[config.mk]
export PLATFORM = sky130hd
export DESIGN_NAME = uds_rx_status
export DESIGN_NICKNAME = d
export VERILOG_FILES = /design/src/rtl/uds_pkg.sv /design/src/rtl/uds_rx_status.sv
export SDC_FILE = /design/constraint.sdc
export NUM_CORES = 1
export LEC_CHECK = 0
export BUFFER_PORTS_ARGS = -buffer_cell sky130_fd_sc_hd__buf_2
export CAP_MARGIN = 25
export CORE_MARGIN = 2
export CORE_UTILIZATION = 50
export DETAILED_ROUTE_END_ITERATION = 6
export PLACE_DENSITY = 0.69
export SYNTH_ARGS = -nofsm -noshare
export SYNTH_HDL_FRONTEND = slang
export SYNTH_SLANG_ARGS = --single-unit
[constraint.sdc]
create_clock -name clk_sys -period 5.2 [get_ports clk_sys]
set_input_delay 1.04 -clock clk_sys [delete_from_list [all_inputs] [get_ports clk_sys]]
set_output_delay 1.04 -clock clk_sys [all_outputs]
set_load 0.05 [all_outputs]
[src/rtl/uds_pkg.sv]
/*
 * Shared constants and types for the USB device receive status block:
 * register indices, bit positions, reset values, buffer indices and state.
 * Assumes a byte-wide register port and a single 100 MHz system clock.
 */
package uds_pkg;

    ////////////////////////////////////////////////////////////////////////
    // Register indices on the plain register port
    localparam logic [7:0] ADDR_PKT_ERR    = 8'h00;
    localparam logic [7:0] ADDR_FIFO_LOW   = 8'h01;
    localparam logic [7:0] ADDR_FIFO_HIGH  = 8'h02;
    localparam logic [7:0] ADDR_FRAME_HIGH = 8'h03;
    localparam logic [7:0] ADDR_FRAME_LOW  = 8'h04;

    ////////////////////////////////////////////////////////////////////////
    // Field positions
    localparam int ERR_PID       = 3;
    localparam int ERR_ADDR_CRC  = 2;
    localparam int ERR_DATA_CRC  = 1;
    localparam int ERR_STUFF     = 0;
    localparam int LOW_EP1_EMPTY = 3;
    localparam int LOW_EP1_FULL  = 2;
    localparam int LOW_RX0_EMPTY = 1;
    localparam int LOW_RX0_FULL  = 0;
    localparam int HI_EP3_EMPTY  = 5;
    localparam int HI_EP3_FULL   = 4;
    localparam int HI_EP2_EMPTY  = 3;
    localparam int HI_EP2_FULL   = 2;
    localparam int HI_TX0_EMPTY  = 1;
    localparam int HI_TX0_FULL   = 0;
    localparam int FRAME_W       = 11;

    ////////////////////////////////////////////////////////////////////////
    // Values after reset
    localparam logic [7:0]  PKT_ERR_RST   = 8'h00;
    localparam logic [7:0]  FIFO_LOW_RST  = 8'h0A;
    localparam logic [7:0]  FIFO_HIGH_RST = 8'h2A;
    localparam logic [10:0] FRAME_RST     = 11'h000;
    localparam logic [1:0]  RST_SYNC_RST  = 2'h0;

    ////////////////////////////////////////////////////////////////////////
    // Endpoint buffers, counted in bytes
    localparam int NUM_BUFS    = 7;
    localparam int CNT_W       = 9;
    localparam int SMALL_DEPTH = 64;
    localparam int LARGE_DEPTH = 256;
    localparam int BUF_RX0     = 0;
    localparam int BUF_TX0     = 1;
    localparam int BUF_EP1     = 2;
    localparam int BUF_EP2_A   = 3;
    localparam int BUF_EP2_B   = 4;
    localparam int BUF_EP3_A   = 5;
    localparam int BUF_EP3_B   = 6;

    typedef logic [NUM_BUFS-1:0][CNT_W-1:0] uds_cnt_t;

    typedef struct packed {
        logic [1:0]         rst_sync;
        logic [3:0]         err;
        uds_cnt_t           cnt;
        logic [FRAME_W-1:0] frame;
        logic [7:0]         rd_data;
    } uds_state_s;

endpackage : uds_pkg

[src/rtl/uds_rx_status.sv]
/*
 * USB device receive status: packet error flags, endpoint buffer
 * empty/full flags and the captured start-of-frame number, all read
 * over a plain byte-wide register port.
 * Assumes the packet engine and buffer logic run on clk_sys and give
 * one-cycle event pulses; arst_n may come from anywhere.
 */
// What this block does
// RL1: Read-only packet error register, bits 3..0 pid, address crc, data crc, stuff.
// RL2: Set pid error on a bad packet identifier; clear when host resends.
// RL3: Set address crc error on failed token crc; clear when host resends.
// RL4: Set data crc error on failed data crc; clear when host resends.
// RL5: Set bit-stuff error on stuffing violation; clear when host resends.
// RL6: Unused bit positions in all status registers read as zero.
// RL7: Buffer status registers reset to 0x0A and 0x2A, read-only.
// RL8: Endpoint 1 empty while its buffer is empty; drops on any data in.
// RL9: Endpoint 1 full when its 64-byte buffer is full.
// RL10: Endpoint 0 receive empty while empty; drops when data is received.
// RL11: Endpoint 0 receive full when its 64-byte buffer is full.
// RL12: Endpoint 3 empty while its buffers are empty; drops on data in.
// RL13: Endpoint 3 full when either paired 256-byte buffer is full.
// RL14: Endpoint 2 empty while its buffers are empty; drops on data in.
// RL15: Endpoint 2 full when either paired 64-byte buffer is full.
// RL16: Endpoint 0 transmit empty while empty; drops on processor write.
// RL17: Endpoint 0 transmit full when its 64-byte buffer is full.
// RL18: Eleven-bit frame number in high (3 bits) and low (8 bits) registers.
// RL19: Frame number captured from start-of-frame packets in isochronous mode.
// RL20: Only error-free start-of-frame packets update the frame number.
// RL21: Processor writes to these registers are ignored.
module uds_rx_status #(
    parameter int SMALL_DEPTH = uds_pkg::SMALL_DEPTH,
    parameter int LARGE_DEPTH = uds_pkg::LARGE_DEPTH
) (
    input  wire logic                          clk_sys,
    input  wire logic                          arst_n,
    input  wire logic                          usb_bus_reset,
    input  wire logic                          resend_start,
    input  wire logic                          pid_error,
    input  wire logic                          addr_crc_error,
    input  wire logic                          data_crc_error,
    input  wire logic                          stuff_error,
    input  wire logic [uds_pkg::NUM_BUFS-1:0]  buf_push,
    input  wire logic [uds_pkg::NUM_BUFS-1:0]  buf_pop,
    input  wire logic                          iso_mode,
    input  wire logic                          sof_valid,
    input  wire logic                          sof_crc_ok,
    input  wire logic [uds_pkg::FRAME_W-1:0]   sof_frame,
    input  wire logic [7:0]                    reg_addr,
    input  wire logic [7:0]                    reg_wr_data,
    input  wire logic                          reg_wr,
    input  wire logic                          reg_rd,
    output logic      [7:0]                    reg_rd_data
);

    ////////////////////////////////////////////////////////////////////////
    // State

    uds_pkg::uds_state_s st;
    uds_pkg::uds_state_s next_st;
    logic                clear_all;
    logic [7:0]          fifo_low;
    logic [7:0]          fifo_high;

    function automatic logic [uds_pkg::CNT_W-1:0] buf_depth(input int idx);
        if (idx >= uds_pkg::BUF_EP3_A) begin
            buf_depth = uds_pkg::CNT_W'(LARGE_DEPTH);
        end else begin
            buf_depth = uds_pkg::CNT_W'(SMALL_DEPTH);
        end
    endfunction : buf_depth

    function automatic logic buf_full(input uds_pkg::uds_cnt_t cnt, input int idx);
        buf_full = (cnt[idx] == buf_depth(idx));
    endfunction : buf_full

    function automatic logic buf_empty(input uds_pkg::uds_cnt_t cnt, input int idx);
        buf_empty = (cnt[idx] == '0);
    endfunction : buf_empty

    ////////////////////////////////////////////////////////////////////////
    // Status bytes, built from the byte counts

    always_comb begin
        fifo_low  = 8'h00;                                                       // [RL6]
        fifo_high = 8'h00;                                                       // [RL6]
        fifo_low[uds_pkg::LOW_EP1_EMPTY] = buf_empty(st.cnt, uds_pkg::BUF_EP1);  // [RL8]
        fifo_low[uds_pkg::LOW_EP1_FULL]  = buf_full(st.cnt, uds_pkg::BUF_EP1);   // [RL9]
        fifo_low[uds_pkg::LOW_RX0_EMPTY] = buf_empty(st.cnt, uds_pkg::BUF_RX0);  // [RL10]
        fifo_low[uds_pkg::LOW_RX0_FULL]  = buf_full(st.cnt, uds_pkg::BUF_RX0);   // [RL11]
        // Paired buffers: empty only when both are, full when either is
        fifo_high[uds_pkg::HI_EP3_EMPTY] = buf_empty(st.cnt, uds_pkg::BUF_EP3_A)
                                         & buf_empty(st.cnt, uds_pkg::BUF_EP3_B); // [RL12]
        fifo_high[uds_pkg::HI_EP3_FULL]  = buf_full(st.cnt, uds_pkg::BUF_EP3_A)
                                         | buf_full(st.cnt, uds_pkg::BUF_EP3_B);  // [RL13]
        fifo_high[uds_pkg::HI_EP2_EMPTY] = buf_empty(st.cnt, uds_pkg::BUF_EP2_A)
                                         & buf_empty(st.cnt, uds_pkg::BUF_EP2_B); // [RL14]
        fifo_high[uds_pkg::HI_EP2_FULL]  = buf_full(st.cnt, uds_pkg::BUF_EP2_A)
                                         | buf_full(st.cnt, uds_pkg::BUF_EP2_B);  // [RL15]
        fifo_high[uds_pkg::HI_TX0_EMPTY] = buf_empty(st.cnt, uds_pkg::BUF_TX0);  // [RL16]
        fifo_high[uds_pkg::HI_TX0_FULL]  = buf_full(st.cnt, uds_pkg::BUF_TX0);   // [RL17]
    end

    ////////////////////////////////////////////////////////////////////////
    // Next state

    // Bus reset is taken like any input: events in its cycle are lost on purpose
    assign clear_all = !st.rst_sync[1] || usb_bus_reset;

    always_comb begin
        next_st          = st;
        next_st.rst_sync = {st.rst_sync[0], 1'b1};

        // Clear first so that an error in the same cycle still lands
        if (resend_start) begin
            next_st.err = 4'h0;                                      // [RL2] [RL3] [RL4] [RL5]
        end
        if (pid_error) begin
            next_st.err[uds_pkg::ERR_PID] = 1'b1;                    // [RL2]
        end
        if (addr_crc_error) begin
            next_st.err[uds_pkg::ERR_ADDR_CRC] = 1'b1;               // [RL3]
        end
        if (data_crc_error) begin
            next_st.err[uds_pkg::ERR_DATA_CRC] = 1'b1;               // [RL4]
        end
        if (stuff_error) begin
            next_st.err[uds_pkg::ERR_STUFF] = 1'b1;                  // [RL5]
        end

        // A push into a full buffer or a pop from an empty one is dropped
        for (int i = 0; i < uds_pkg::NUM_BUFS; i++) begin
            if (buf_push[i] && !buf_full(st.cnt, i)
                && !(buf_pop[i] && !buf_empty(st.cnt, i))) begin
                next_st.cnt[i] = st.cnt[i] + 9'h001;                 // [RL8] [RL10] [RL16]
            end else if (buf_pop[i] && !buf_empty(st.cnt, i)
                         && !(buf_push[i] && !buf_full(st.cnt, i))) begin
                next_st.cnt[i] = st.cnt[i] - 9'h001;
            end
        end

        // Damaged start-of-frame packets leave the old number standing
        if (sof_valid && sof_crc_ok && iso_mode) begin
            next_st.frame = sof_frame;                               // [RL19] [RL20]
        end

        // Writes have no path into the state at all
        next_st.rd_data = 8'h00;                                     // [RL21]
        if (reg_rd) begin
            if (reg_addr == uds_pkg::ADDR_PKT_ERR) begin
                next_st.rd_data = {4'h0, st.err};                    // [RL1] [RL6]
            end else if (reg_addr == uds_pkg::ADDR_FIFO_LOW) begin
                next_st.rd_data = fifo_low;
            end else if (reg_addr == uds_pkg::ADDR_FIFO_HIGH) begin
                next_st.rd_data = fifo_high;
            end else if (reg_addr == uds_pkg::ADDR_FRAME_HIGH) begin
                next_st.rd_data = {5'h00, st.frame[10:8]};           // [RL18] [RL6]
            end else if (reg_addr == uds_pkg::ADDR_FRAME_LOW) begin
                next_st.rd_data = st.frame[7:0];                     // [RL18]
            end else begin
                next_st.rd_data = 8'h00;
            end
        end

        // System or bus reset: counts to zero gives 0x0A and 0x2A
        if (clear_all) begin
            next_st.err   = uds_pkg::PKT_ERR_RST[3:0];               // [RL1]
            next_st.cnt   = '0;                                      // [RL7]
            next_st.frame = uds_pkg::FRAME_RST;                      // [RL18]
        end
    end

    always_ff @(posedge clk_sys or negedge arst_n) begin
        if (!arst_n) begin
            st.rst_sync <= uds_pkg::RST_SYNC_RST;
            st.err      <= uds_pkg::PKT_ERR_RST[3:0];
            st.cnt      <= '0;
            st.frame    <= uds_pkg::FRAME_RST;
            st.rd_data  <= 8'h00;
        end else begin
            st <= next_st;
        end
    end

    // Zero outside the cycle after a read, so an idle port never shows stale data
    assign reg_rd_data = st.rd_data;
endmodule : uds_rx_status

==> results of run 1 <==
## synth_stat cells, drive strengths merged (2+ instances only)
master / instances / area (sq um)
nand2b: 12 / 75.07
ha: 56 / 700.7
clkbuf: 11 / 41.29
o221ai: 7 / 67.56
a41oi: 2 / 17.52
o22ai: 4 / 25.02
or3: 12 / 80.08
xor2: 17 / 148.9
nor2b: 9 / 56.30
o211ai: 14 / 105.1
nor2: 69 / 291.5
a311oi: 2 / 17.52
dfrtp: 88 / 2202
a31oi: 7 / 43.79
nor4: 11 / 68.82
o221a: 2 / 40.04
o31a: 6 / 52.55
or4: 9 / 71.32
a211oi: 6 / 45.04
a22oi: 2 / 15.01
mux2: 3 / 33.78
buf: 16 / 116.4
o41ai: 3 / 26.28
and3: 3 / 18.77
o31ai: 18 / 135.1
nand2: 79 / 296.5
mux2i: 20 / 200.2
a21oi: 58 / 294.0
xnor2: 24 / 210.2
nand3: 31 / 155.2
inv: 20 / 75.07
or3b: 2 / 17.52
nand3b: 3 / 22.52
o21a: 10 / 75.07
nor3: 9 / 45.04
nand4: 2 / 12.51
a21o: 9 / 67.56
fa: 7 / 140.1
a21boi: 3 / 22.52
o21ai: 34 / 170.2
## final cells by class
class / instances / area, sq um
clock inverter: 3 / 40.04
fill: 1175 / 5443
timing repair buffer: 59 / 327.8
sequential: 88 / 2202
antenna: 1 / 2.502
tap: 172 / 215.2
multi-input combinational: 575 / 3951
clock buffer: 13 / 260.3
inverter: 20 / 75.07
## path summary, 6_finish.rpt
kind                            cells after the start            endpoint
worst max-delay path                               10  st[25]$_DFFE_PN0P_
worst min-delay path                                0    st[87]$_DFF_PN0_
worst max register to register                     10  st[25]$_DFFE_PN0P_
worst min register to register                      0    st[87]$_DFF_PN0_
max in group asynchronous                           2  st[66]$_DFFE_PN0P_
min in group asynchronous                           1  st[55]$_DFFE_PN0P_
## power breakdown
part | internal (mW) | switching (mW) | total (mW)
Clock | 0.397 | 0.269 | 0.667
Combinational | 1.01 | 1.26 | 2.27
Sequential | 0.830 | 0.156 | 0.985
Total | 2.24 | 1.69 | 3.93
## sequential cells by signal, summed over array words and instances (netlist names)
register and flops:
next_st 1, reg_rd_data 8, st 79
## cells by family (layout without fill, tap and decap cells)
logic type / Yosys count / count (layout) / share of synthesized area (%)
flops: 88 / 88 / 34.50
buf+inv: 47 / 95 / 3.645
other cells: 1 / 2 / 0.05874
fa+ha+maj: 63 / 63 / 13.17
compound gates: 193 / 193 / 19.99
mux: 23 / 23 / 3.665
xor+xnor: 41 / 41 / 5.625
simple gates: 254 / 254 / 19.35
## routing by layer
metal | GRT usage, % | vias up
li1 | - | 2683
met1 | 29.87 | 2560
met2 | 39.04 | 108
met3 | 3.811 | 28
met4 | 11.14 | 0
met5 | 0 | -
## metrics by stage
stage | setup WS, ns | hold slack (ns) | util [%] | instance area [sq um]
final | 1.678 | 0.3535 | 56.52 | 7074
after global routing | 1.400 | 0.3577 | 56.50 | 7072
after CTS | 1.653 | 0.3557 | 56.22 | 7037
after detailed placement | 1.550 | 0.3413 | 53.82 | 6736
after global placement | 1.592 | 0.3390 | 53.76 | 6729
after floorplan | 1.973 | 0.3312 | - | 6384
==> results.md, run 1 <==
* Cells after synthesis at just over 700
* Critical-path cell list: or4_1 -> or3_1 -> o211ai_1 -> ha_1 -> a21oi_1 -> a21oi_1 -> o21a_1 -> o21ai_0 -> or3b_2 -> a21oi_1
* Worst-margin pin slew at approximately 0.87 ns
* Share of cells above drive strength 1 at between 10% and 20%
* Length of routed met3 wiring at roughly 530 um
* CTS Hold Bufs at 0
* I/O pin count at between 60 and 70
* CP Max Fanout at 10
* Top_reg_cell synth: dfrtp_1
* Final #Nets at 870
* Routed length per instance at between 15 and 20 um
* Final count of pins violating max slew at 0
* Max-cap viol count at 0
* CTS resizes at 0
* Total power at about 3.9 mW
* Top Metal Used: met4
* Worst-skew pair later-pin latency at between 0.3 and 0.4 ns
* Fmax at approximately 280 MHz
* Chip height at approximately 120 um
* Status: completed
* Most frequent cells in the layout: 88 x dfrtp_1, 79 x nand2_1, 67 x nor2_1
* Setup repair bufs after CTS at 0
* CTS Buf Count at 9
* Mapped cell area at between 6000 and 7000 sq um
* CTS H-tree lvls at 3
* Worst Clk Skew at 0.008334 ns
* Synth async-reset ratio at 100.0%
* Starting DRC count in detailed routing at 318
* Antenna Nets Post-Route at 0
* First-pass GRT wire length at 25130 um
* Worst vdd ir at around 0.21 mV
* Hold Path Origin: next_st[87]$_DFF_PN0_
* Crit Path Class: register to register
* Crit-path most repeated cell: a21oi_1
* Worst r2r src: st[20]$_DFFE_PN0P_
* Cell family with most CP delay: simple AND/OR/NAND/NOR gates
* Worst setup EP type: register
* Pin count of the biggest net entering global routing at 47
* CTS tree: yes
* Placed Instances at 911
* Gr usage total at a little under a quarter
* Min Tclk post-route at approximately 3.5 ns
* HP Class: register to register
* Final worst-path cycle share at between 60% and 70%
* Final hold vios at 0
* Detailed placer's ending HPWL at around 11000 um
* CP startpoint: st[20]$_DFFE_PN0P_
* Synthesized flop and latch total at between 80 and 90
* Flop2flop setup slack at between 1.5 and 2 ns
* Clock sink count at between 80 and 90
* Routed wire length at roughly 15000 um
* Worst-path clk slew at roughly 0.06 ns
* Clk buf depth at 2
* Final setup viols at 0
* CP Launch Type: register
* Worst path slowest cell: or4_1
* Number of global-route vias before repair at 5328
* Syn Nets at roughly 830
* Worst Path Arrival at approximately 3.8 ns
* Port Buffer Count at 52
* DRT Pass-1 Iters at 5
* Slew HR at a little over two fifths
* Met2 WL at slightly above 7000 um
* Total gr overflow at 0
* Row cnt at just over 40
* Static leakage power at 3.306 nW
* Core Area at about 13000 sq um
* RSZ-0062 raised after global routing: false
* Largest stage delay on the critical path at around 0.60 ns
* Antenna violations before repair at 1
* Syn Area/Cell at around 9.0 sq um
* Number of remaining DRC errors at 0
* Root buf cell: clkbuf_16
* Post-synth EDFFs at 0
* Die area at around 14000 sq um
* Synth unique cells at a little over 60
* Power per cell area at around 560 nW/um^2
* Seq/Total Area, Yosys at between 30% and 40%
* DR vias/cell at between 5 and 6
* Most common cell after layout, fill and taps aside: dfrtp_1
* Die width at between 100 and 150 um
* Setup TNS at 0 ns
* Placer Congestion at 0.8843
* WP buf/inv at 0
* Syn. warnings at 0
* Critical Path RT at about 5.5 ns
* Wire length on met1 at 6659 um
* DR vias at roughly 5400
* Synth-to-Final Area Change at 10.82%
* Fin cells at 931
* Starting density of the core at between 50 and 60%
Power figures use the tool's default switching activity.
==> run 2: changes to the inputs <==
ABC_AREA = 1   (was not set)
PLACE_DENSITY = 0.72   (was 0.69)
clock period = 2.9 ns   (was 5.2 ns; I/O delays follow)
==> results.md, run 2 <==
* Row cnt at 41 (unchanged)
* Die area at 13880 sq um (+1.4%)
* Syn Nets at 964 (+17%)
* CTS resizes at 0 (unchanged)
* Worst setup EP type: register
* Synth unique cells at 41 (-33%)
* Synth top cells by count: 196 x nand2_1, 88 x dfrtp_1, 75 x inv_1, 75 x nor2_1, 71 x nand3_1
* Antenna Nets Post-Route at 0 (unchanged)
* Min Tclk post-route at 2.606 ns (-0.9154 ns)
* DR vias at 5580 (+3.7%)
* Number of global-route vias before repair at 5162 (-3.1%)
* Clk buf depth at 2 (unchanged)
* Slew HR at 62.22% (+20 points)
* Share of cells above drive strength 1 at 13.16% (+2.1 points)
* Power per cell area at 1029 nW/um^2 (+85%)
* RSZ-0062 raised after global routing: false
* Antenna violations before repair at 0 (-1)
* Routed length per instance at 13.19 um (-17%)
* First-pass GRT wire length at 24380 um (-3.0%)
* Max-cap viol count at 0 (unchanged)
* Core Area at 12620 sq um (+0.82%)
* Crit-path most repeated cell: nand2_1
* Worst-path clk slew at 0.07 ns (about the same)
* Cell taking the most area after synthesis: dfrtp_1
* Mapped cell area at 6477 sq um (+1.5%)
* Worst path slowest cell: ha_1
* Worst r2r src: st[50]$_DFFE_PN0P_
* DR vias/cell at 5.186 (-10%)
* Most common cell in the netlist: nand2_1
* Pin count of the biggest net entering global routing at 63 (+34%)
* Largest Register: st
* Flop2flop setup slack at 0.29 ns (-1.38 ns)
* Port Buffer Count at 52 (unchanged)
* HP Class: primary input to asynchronous set/reset pin
* CP Launch Type: register
* Fin cells at 1076 (+16%)
* Status: completed
* Detailed placer's ending HPWL at 10640 um (about the same)
* CP Capture Point: st[53]$_DFFE_PN0P_
* Worst Clk Skew at 0.006498 ns (-0.001836 ns)
* Internal at 4.057 mW (+81%)
* CTS tree: yes
* Seq/Total Area, Yosys at 34.00% (-0.50 points)
* Setup TNS at 0 ns (unchanged)
* Gr usage total at 21.52% (-1.9 points)
* CTS H-tree lvls at 3 (unchanged)
* Fmax at 383.7 MHz (+35%)
* Total power at 7.434 mW (+89%)
* Sequential power share at 24.6% (-0.5 points)
* Final hold vios at 0 (unchanged)
* Largest register FFs at 79 (unchanged)
* Worst-margin pin slew at 0.5661 ns (-0.3038 ns)
* Comb power frac at 57.9% (about the same)
* Syn. warnings at 0 (unchanged)
* Synth-to-Final Area Change at 11.55%
* Cells after synthesis at 847 (+19%)
* Placer Congestion at 0.8469 (-4.2%)
* Final setup margin at 0.2938 ns (-1.385 ns)
* Final instance area at 7226 sq um (+2.1%)
* Starting density of the core at 51.33% (+0.33 points)
* Clock sink count at 88 (unchanged)
* Number of remaining DRC errors at 0 (unchanged)
* Placed cell area at 6893 sq um (+2.3%)
* FF-to-FF End: st[53]$_DFFE_PN0P_
* Critical-path cell list: nor2_1 -> nand4_1 -> o21ai_1 -> nand2_1 -> ha_1 -> nand3_1 -> nand2_1 -> nand3_1 -> or2_2 -> nand2_1 -> nand2_1 -> nand3_1 -> nand2_1
* Setup repair bufs after CTS at 0 (unchanged)
* CP Max Fanout at 11 (+1)
* Sw frac at 45.43% (+2.4 points)
* Placed Instances at 1060 (+16%)
* CTS Hold Bufs at 0 (unchanged)
* Setup WS pre-CTS at 0.2998 ns (-1.250 ns)
* Largest stage delay on the critical path at 0.48 ns (-0.12 ns)
* Final worst-path cycle share at 89.87% (+22 points)
* Routed wire length at 14200 um (-4.0%)
* Syn Area/Cell at 7.648 sq um (-15%)
* Power share of the clock group at 17.5% (+0.5 points)
* DRT Pass-1 Iters at 5 (unchanged)
* CP startpoint: st[50]$_DFFE_PN0P_
* Die width at 117.8 um (+0.71%)
* Most frequent cells in the layout: 196 x nand2_1, 88 x dfrtp_1, 75 x inv_1
* Root buf cell: clkbuf_16
* Final setup viols at 0 (unchanged)
* Crit Path Class: register to register
* Hold_ws at 0.1429 ns (-0.2106 ns)
* Synth async-reset ratio at 100.0% (unchanged)
* Reg2reg path depth at 13 (+3)
* Worst Path Arrival at 2.84 ns (-0.96 ns)
* Starting DRC count in detailed routing at 326 (+2.5%)
* I/O pin count at 62 (unchanged)
* Final #Nets at 1016 (+17%)
* Synth top area cells: dfrtp_1 34%, nand2_1 11%, ha_1 11%, nand3_1 5.5%, inv_1 4.3%
* Final count of pins violating max slew at 0 (unchanged)
* CTS Buf Count at 9 (unchanged)
* Worst vdd ir at 0.4641 mV (+120%)
* Layout Utilization at 57.26% (+0.74 points)
* Worst-skew pair later-pin latency at 0.35 ns (about the same)
* Top_reg_cell synth: dfrtp_1
* Chip height at 117.8 um (+0.71%)
* Antenna cells at 0 (-1)
* Post-synth EDFFs at 0 (unchanged)
* Total gr overflow at 0 (unchanged)
* P_sw at 3.377 mW (+100%)
* Most common cell after layout, fill and taps aside: nand2_1
* Static leakage power at 3.677 nW (+11%)
* Top-area cell type share of the netlist area at 34.00% (-0.50 points)
* Synthesized flop and latch total at 88 (unchanged)
* Critical Path RT at 3.14 ns (-2.34 ns)
==> run 2: changes by cell type after synthesis, moves of 14 or more <==
cell | previous run | this run
inv_1 | 20 | 75
mux2i_1 | 20 | 1
nand2_1 | 79 | 196
nand3_1 | 31 | 71
nand4_1 | 2 | 16
o21ai_0 | 30 | 54
o21ai_1 | 4 | 23
o31ai_1 | 18 | 1
==> run 2: per-layer routing <==
metal	up-vias	wire, um	GRT usage, %
met4	0	242	5.497
li1	2924	-	-
met1	2541	7127	30.19
met5	-	0	0
met3	19	548	5.039
met2	96	6279	33.61
==> run 2: worst min path at each step <==
stage | end | from | slack, ns | cells past startpoint
2_1_floorplan | next_st[87]$_DFF_PN0_ | arst_n | 0.28 | 0
3_3_place_gp | st[87]$_DFF_PN0_ | next_st[87]$_DFF_PN0_ | 0.33 | 0
3_5_place_dp | st[87]$_DFF_PN0_ | next_st[87]$_DFF_PN0_ | 0.34 | 0
4_1_cts | st[77]$_DFFE_PN0P_ | arst_n | 0.15 | 1
5_1_grt | st[78]$_DFFE_PN0P_ | arst_n | 0.16 | 1
6_report | st[77]$_DFFE_PN0P_ | arst_n | 0.14 | 1
==> run 2: kinds of logic (layout without fill, tap and decap cells) <==
family	count (synthesis)	in the layout	synth area share [%]
other	1	1	0.05789
xor gates and xnor gates	37	37	5.003
and+or+nand+nor	406	406	28.32
DFF	88	88	34.00
AOI/OAI and AO/OA	154	154	13.00
muxes	1	1	0.1545
buffers and inverters	97	154	6.490
adders and majority gates	63	63	12.98
==> run 2: power groups by stage <==
stage	clock network [mW]	registers [mW]	logic, mW
floorplan	0	1.77	3.54
global placement	0	1.84	4.19
detailed placement	0	1.85	4.26
CTS	1.33	1.83	4.30
global route	1.39	1.88	4.91
finish	1.30	1.83	4.30
==> run 2: cell type report <==
type                       instances  area, sq um
clock buffer                      12        256.5
multi-input combinational        662         3862
tap                              172        215.2
timing repair buffer              56        305.3
clock inverter                     4        76.32
fill                            1202         5394
inverter                          82        307.8
sequential                        88         2202
==> run 2: worst max-delay path: cells and delay by family, from the launching register on <==
kind	cells	cell delay, ns
fa+ha+maj	1	0.48
flops	1	0.41
simple gates	11	1.42
compound gates	1	0.18
